File: src/led_pwm_pkg.sv
// Purpose: Constants for the LED PWM intensity block
// Assumes: Register writes arrive as address/data strobes from the host side
// Notes: Offsets are the register address codes
package led_pwm_pkg;
   localparam logic [7:0] ADDR_MASTER = 8'h0E;
   localparam logic [7:0] ADDR_INT0 = 8'h10;
   localparam logic [7:0] ADDR_INT3 = 8'h13;
   localparam logic [7:0] RST_MASTER = 8'h00;
   localparam logic [7:0] RST_INT = 8'hFF;
   localparam int MASTER_HI = 7;
   localparam int MASTER_LO = 4;
   localparam int NINTH_HI = 3;
   localparam int NINTH_LO = 0;
   localparam logic [3:0] FULL_SCALE = 4'hF;
   localparam logic [3:0] CYCLE_LAST = 4'hF;
   localparam logic [3:0] SLOT_LAST = 4'hE;
   localparam int OSC_HZ = 32000;
   localparam int CLK_HZ = 50000000;
   localparam int OSC_DIV = CLK_HZ / OSC_HZ;
   localparam int NUM_OUT = 9;
endpackage

File: src/led_pwm_intensity_control.sv
// Purpose: PWM intensity generation for eight port outputs and a ninth output
// Assumes: Register file writes are presented as a one-cycle strobe
// Notes: Outputs are open drain; drive enable high pulls the pin low
`timescale 1ns/1ns
module led_pwm_intensity_control
   import led_pwm_pkg::*;
(
   input wire logic clk_sys,
   input wire logic rst,
   input wire logic wr_en,
   input wire logic [7:0] wr_addr,
   input wire logic [7:0] wr_data,
   input wire logic [7:0] rd_addr,
   output logic [7:0] rd_data,
   input wire logic global_en,
   input wire logic [7:0] phase_bits,
   input wire logic ninth_phase,
   output logic [8:0] out_drive_low,
   output logic [7:0] slot_idx,
   output logic [7:0] cycle_idx
);
   import led_pwm_pkg::*;

   // ************************************************************
   // Register file
   // ************************************************************
   logic [7:0] master_q, master_d;
   logic [7:0] intens_q [4];
   logic [7:0] intens_d [4];

   // Writes land on the addressed register only
   always_comb begin
      master_d = master_q;
      for (int i = 0; i < 4; i++) begin
         intens_d[i] = intens_q[i];
      end
      if (wr_en && wr_addr == ADDR_MASTER) begin
         master_d = wr_data;
      end
      for (int i = 0; i < 4; i++) begin
         if (wr_en && wr_addr == ADDR_INT0 + 8'(i)) begin
            intens_d[i] = wr_data;
         end
      end
   end

   always_ff @(posedge clk_sys) begin
      if (rst) begin
         master_q <= RST_MASTER;
         for (int i = 0; i < 4; i++) begin
            intens_q[i] <= RST_INT;
         end
      end else begin
         master_q <= master_d;
         for (int i = 0; i < 4; i++) begin
            intens_q[i] <= intens_d[i];
         end
      end
   end

   // Readback of stored values; unmapped reads zero
   always_comb begin
      rd_data = 8'h00;
      if (rd_addr == ADDR_MASTER) begin
         rd_data = master_q;
      end else if (rd_addr >= ADDR_INT0 && rd_addr <= ADDR_INT3) begin
         rd_data = intens_q[rd_addr[1:0]];
      end
   end

   // ************************************************************
   // Timebase
   // ************************************************************
   logic [3:0] master_nib;
   logic [3:0] ninth_nib;
   logic pwm_on;
   logic [15:0] div_q, div_d;
   logic [3:0] cyc_q, cyc_d;
   logic [3:0] slot_q, slot_d;
   logic tick;

   assign master_nib = master_q[MASTER_HI:MASTER_LO];
   assign ninth_nib = master_q[NINTH_HI:NINTH_LO];
   assign pwm_on = master_nib != 4'h0;

   // Oscillator stands in as a divider; stopped to save power when off
   always_comb begin
      div_d = div_q;
      cyc_d = cyc_q;
      slot_d = slot_q;
      tick = 1'b0;
      if (!pwm_on) begin
         div_d = 16'h0000;
         cyc_d = 4'h0;
         slot_d = 4'h0;
      end else if (div_q == 16'(OSC_DIV - 1)) begin
         div_d = 16'h0000;
         tick = 1'b1;
      end else begin
         div_d = div_q + 16'h0001;
      end
      if (tick) begin
         cyc_d = cyc_q + 4'h1;
         if (cyc_q == CYCLE_LAST) begin
            slot_d = (slot_q == SLOT_LAST) ? 4'h0 : slot_q + 4'h1;
         end
      end
   end

   always_ff @(posedge clk_sys) begin
      if (rst) begin
         div_q <= 16'h0000;
         cyc_q <= 4'h0;
         slot_q <= 4'h0;
      end else begin
         div_q <= div_d;
         cyc_q <= cyc_d;
         slot_q <= slot_d;
      end
   end

   assign slot_idx = {4'h0, slot_q};
   assign cycle_idx = {4'h0, cyc_q};

   // ************************************************************
   // Output generation
   // ************************************************************
   logic [3:0] setting [NUM_OUT];
   logic [NUM_OUT-1:0] level;
   logic [NUM_OUT-1:0] drv_d, drv_q;
   logic slot_open;

   assign level = {ninth_phase, phase_bits};
   assign slot_open = slot_q < master_nib;

   // Intensity selection and per-output waveform
   always_comb begin
      for (int i = 0; i < NUM_OUT; i++) begin
         if (global_en) begin
            setting[i] = ninth_nib;
         end else if (i == NUM_OUT - 1) begin
            setting[i] = ninth_nib;
         end else begin
            setting[i] = intens_q[i/2][(i%2)*4 +: 4];
         end
         // Static low on level 0, released on level 1
         drv_d[i] = !level[i];
         if (pwm_on && setting[i] != FULL_SCALE) begin
            if (!slot_open) begin
               drv_d[i] = level[i]; // Gated slot acts as zero on-time
            end else if (!level[i]) begin
               drv_d[i] = cyc_q <= setting[i];
            end else begin
               drv_d[i] = cyc_q > setting[i];
            end
         end
      end
   end

   // Registered so pins never glitch on setting changes
   always_ff @(posedge clk_sys) begin
      if (rst) begin
         drv_q <= '0;
      end else begin
         drv_q <= drv_d;
      end
   end

   assign out_drive_low = drv_q;

   // Assertions on the registered pins and the timebase
   a_static_off:
      assert property (@(posedge clk_sys) disable iff (rst)
      !pwm_on |=> out_drive_low == ~$past(level))
      else $error("static output wrong with master off");
   a_full_scale:
      assert property (@(posedge clk_sys) disable iff (rst)
      (!global_en && intens_q[0][3:0] == FULL_SCALE)
      |=> out_drive_low[0] == !$past(phase_bits[0]))
      else $error("full scale output not static");
   // Wrap alone needs a full period, so every slot step is watched
   a_slot_wrap:
      assert property (@(posedge clk_sys) disable iff (rst)
      (tick && cyc_q == CYCLE_LAST)
      |=> slot_q == (($past(slot_q) == SLOT_LAST) ? 4'h0
                     : $past(slot_q) + 4'h1))
      else $error("slot did not step or wrap after sixteen cycles");
   a_slot_range:
      assert property (@(posedge clk_sys) disable iff (rst)
      slot_q <= SLOT_LAST)
      else $error("slot index beyond last slot");
   a_halt_count:
      assert property (@(posedge clk_sys) disable iff (rst)
      !pwm_on |=> cyc_q == 4'h0 && slot_q == 4'h0)
      else $error("counters run while master off");
   a_low_duty:
      assert property (@(posedge clk_sys) disable iff (rst)
      (pwm_on && slot_open && global_en && ninth_nib != FULL_SCALE
       && !phase_bits[0])
      |=> out_drive_low[0] == ($past(cyc_q) <= $past(ninth_nib)))
      else $error("low duty wrong");
   a_high_duty:
      assert property (@(posedge clk_sys) disable iff (rst)
      (pwm_on && slot_open && !global_en && intens_q[1][7:4] != FULL_SCALE
       && phase_bits[3])
      |=> out_drive_low[3] == ($past(cyc_q) > $past(intens_q[1][7:4])))
      else $error("inverted duty wrong");
   a_gate_closed:
      assert property (@(posedge clk_sys) disable iff (rst)
      (pwm_on && !slot_open && ninth_nib != FULL_SCALE)
      |=> out_drive_low[8] == $past(ninth_phase))
      else $error("closed slot not gated");
   a_ninth_src:
      assert property (@(posedge clk_sys) disable iff (rst)
      (!pwm_on || ninth_nib == FULL_SCALE)
      |=> out_drive_low[8] == !$past(ninth_phase))
      else $error("ninth output level wrong");
endmodule

File: config.mk
export PLATFORM = sky130hd
export DESIGN_NAME = led_pwm_intensity_control
export DESIGN_NICKNAME = d
export VERILOG_FILES = /design/src/led_pwm_pkg.sv /design/src/led_pwm_intensity_control.sv
export SDC_FILE = /design/constraint.sdc
export NUM_CORES = 1
export LEC_CHECK = 0
export BUFFER_PORTS_ARGS = -buffer_cell sky130_fd_sc_hd__buf_2
export CAP_MARGIN = 10
export CORE_MARGIN = 4
export CORE_UTILIZATION = 45
export CTS_BUF_LIST = sky130_fd_sc_hd__clkbuf_2
export DETAILED_ROUTE_END_ITERATION = 7
export PLACE_DENSITY = 0.64
export SLEW_MARGIN = 0
export SYNTH_ARGS = -nofsm -noshare
export SYNTH_HDL_FRONTEND = slang
export SYNTH_SLANG_ARGS = --single-unit
File: constraint.sdc
create_clock -name clk_sys -period 3.07 [get_ports clk_sys]
set_input_delay 0.7675 -clock clk_sys [delete_from_list [all_inputs] [get_ports clk_sys]]
set_output_delay 0.7675 -clock clk_sys [all_outputs]
set_load 0.02 [all_outputs]
==> metrics.md <==
| Metric | Value |
|---|---|
| Run status | complete, no violations |
| RSZ-0062 raised after global routing | false |
| Die Wd | 111.3 um |
| Post-Syn Instances | 565 |
| Number of port buffers | 61 |
| Critical Path Fanout Max | 9 |
| Post-CTS Hold Fix Bufs | 0 |
| Non-filler cells, final | 762 |
| NumNets Final | 700 |
| Via/cell ratio | 5.848 |
| Core Util, Final | 51.38% |
| DRT Wirelength | 13.41 mm |
| Worst path slowest cell | and3_1 |
| First-pass GRT wire length | 21.69 mm |
| Initial Util | 46.28% |
| Largest net degree at the start of global routing | 41 |
| Antenna violations before repair | 0 |
| Least-Margin Pin Slew | 0.6528 ns |
| CP required | 2.30 ns |
| Aggregate negative setup slack | 0 ns |
| Fmax | 366.5 MHz |
| Fill cells | 1019 |
| Ys async rst share | 0% |
| Type of element capturing the critical path | output pin |
| Crit Reg-Reg Startpoint | slot_q[2] |
| Post-cts resize count | 0 |
| Drt pass-1 iters | 5 |
| Most frequent cells in the layout | dfxtp_1 (73), nor2_1 (61), buf_2 (61) |
| Worst Setup Start Kind | input pin |
| Hold WS | 0.5056 ns |
| CTS Buffer Depth | 2 |
| Detailed Route Iter0 Violations | 431 |
| IO Pins | 70 |
| Bufs and invs on worst path | 2 |
| Clk slew on worst S/H paths | 0.19 ns |
| ANT nets after route | 0 |
| Lkg Pwr | 2.262 nW |
| Crit path launch | rd_addr[0] |
| Delay-heaviest family, CP | simple AND/OR/NAND/NOR gates |
| Hold path startpoint | div_q[0] |
| Syn-to-layout area delta | 11.00% |
| HPWL after DPL | 10.21 mm |
| Final setup vio count | 0 |
| Period minus WS final | 2.728 ns |
| Gr ovfl total | 0 |
| Register area | 1461 sq um |
| Final hold vios | 0 |
| Worst-path cell chain | buf_2, nor4bb_1, and3_1, nand2_1, o21ai_0, buf_2 |
| Period utilization | 88.87% |
| Crit path kind | input pin to output pin |
| Synth unique cells | 50 |
| Max-slew violations | 0 |
| Clock skew after layout | 0.02583 ns |
| Number of global-route vias before repair | 4319 |
| H-tree Lvls | 3 |
| Cells after DPL | 746 |
| Worst path max stage delay | 0.34 ns |
| Sequential element share of the synthesized area | 30.45% |
| Clock root cell | clkbuf_2 |
| CP dominant cell by count | buf_2 |
| CTS tree | done |
| Via count | 4456 |
| Die Area | 12380 sq um |
| Min-delay worst type | flop to flop |
| Commonest non-fill, non-tap cell in the layout | dfxtp_1 |
| Postcts setup bufs | 0 |
| Number of max-cap violations | 0 |
| Total CTS buffers | 9 |
| Mean routed wirelength per cell | 17.60 um |
| Post-synth EDFFs | 0 |
| # rows | 37 |
| Slew Limit Headroom | 56.48% |
| DRC Markers | 0 |
| Vert. Die Dim | 111.3 um |
| Layout cells sized above 1 | 16.93% |
| Gr usage total | 21.44% |
| Avg Cell Area, Syn | 8.495 sq um |
| Placer Congestion | 0.8822 |
| Footprint of the multi-input gates | 3049 sq um |
| CTS Sinks | 73 |
| Arr. time, crit path | 1.96 ns |
| Mapped Area | 4800 sq um |
| # diodes | 0 |
| Synth warn | 0 |
| Worst vdd ir | 0.2260 mV |
| Most frequently used flop master after synthesis | dfxtp_1 |
| Clk_lat worst skew | 0.51 ns |
| Core Region | 10370 sq um |
| Pwr dens | 319.0 nW/um^2 |
| Seq cells post-synth | 73 |
## metal layers
metal | wire length, um | track usage, % | vias up
met2 | 6833 | 38.52 | 101
li1 | - | - | 2168
met5 | 0 | 0 | -
met3 | 593 | 2.784 | 20
met1 | 5745 | 26.42 | 2167
met4 | 240 | 6.894 | 0
## final cells by class
cell class,instances,area share [%]
clock buffers,10,0.9394
inverters,40,2.818
multi-input cells,425,57.23
well taps,136,3.194
clock inverters,6,1.104
flip-flops and latches,73,27.43
repair buffers,72,7.280
## worst reg2reg max path: stages, from the launching register on
cell and delay (ns):
dfxtp_1 0.55, ha_1 0.29, or2_2 0.27, a21oi_1 0.17, a21oi_1 0.07, buf_4 0.21, o21ai_0 0.26, mux2_2 0.37
## cell usage after synthesis, drive strengths merged, types with 13 or more instances
cell type / count / area (sq um)
nand2: 25 / 93.84
a211o: 34 / 297.8
nor2: 61 / 229.0
dfxtp: 73 / 1461
nand3b: 15 / 120.1
o21ai: 25 / 125.1
buf: 13 / 92.58
inv: 40 / 150.1
clkbuf: 21 / 78.83
a21oi: 45 / 225.2
nand3: 20 / 100.1
mux2i: 14 / 140.1
ha: 42 / 525.5
## cell families after synthesis
| group | count (synthesis) | synth area share [%] |
|---|---|---|
| compound gates | 141 | 19.81 |
| other cells | 1 | 0.07813 |
| buf+inv | 74 | 6.700 |
| mux | 23 | 6.908 |
| fa+ha+maj | 42 | 10.95 |
| flops | 73 | 30.45 |
| simple gates | 194 | 22.00 |
| xor+xnor | 17 | 3.102 |
## flip-flops by register name, indices dropped and copies added, names as in the netlist
register	cells
cyc_q	4
master_q	8
div_q	16
out_drive_low	9
slot_q	4
intens_q	32
## power by group
part / internal, mW / leakage [nW] / switching, mW / total [mW]
logic: 0.0782 / 1.60 / 0.120 / 0.198
registers: 0.957 / 0.592 / 0.00326 / 0.960
clock network: 0.186 / 0.0670 / 0.355 / 0.541
total: 1.22 / 2.26 / 0.478 / 1.70
## stage by stage
| stage | instance area [sq um] | total power [mW] | worst slack, ns |
|---|---|---|---|
| 2_1_floorplan | 4826 | 1.115 | 0.3009 |
| 3_3_place_gp | 5219 | 1.167 | 0.3728 |
| 3_5_place_dp | 5219 | 1.174 | 0.3442 |
| 4_1_cts | 5328 | 1.718 | 0.3584 |
| 5_1_grt | 5328 | 1.768 | 0.2302 |
| 6_report | 5328 | 1.699 | 0.3416 |
## worst paths after layout
path                                          to  slack, ns  cells past startpoint
worst max-delay path                  rd_data[1]       0.34                      6
worst min-delay path                    div_q[0]       0.51                      1
worst max register to register  out_drive_low[8]       0.81                      7
worst min register to register          div_q[0]       0.51                      1
(Power assumes the default switching activity.)
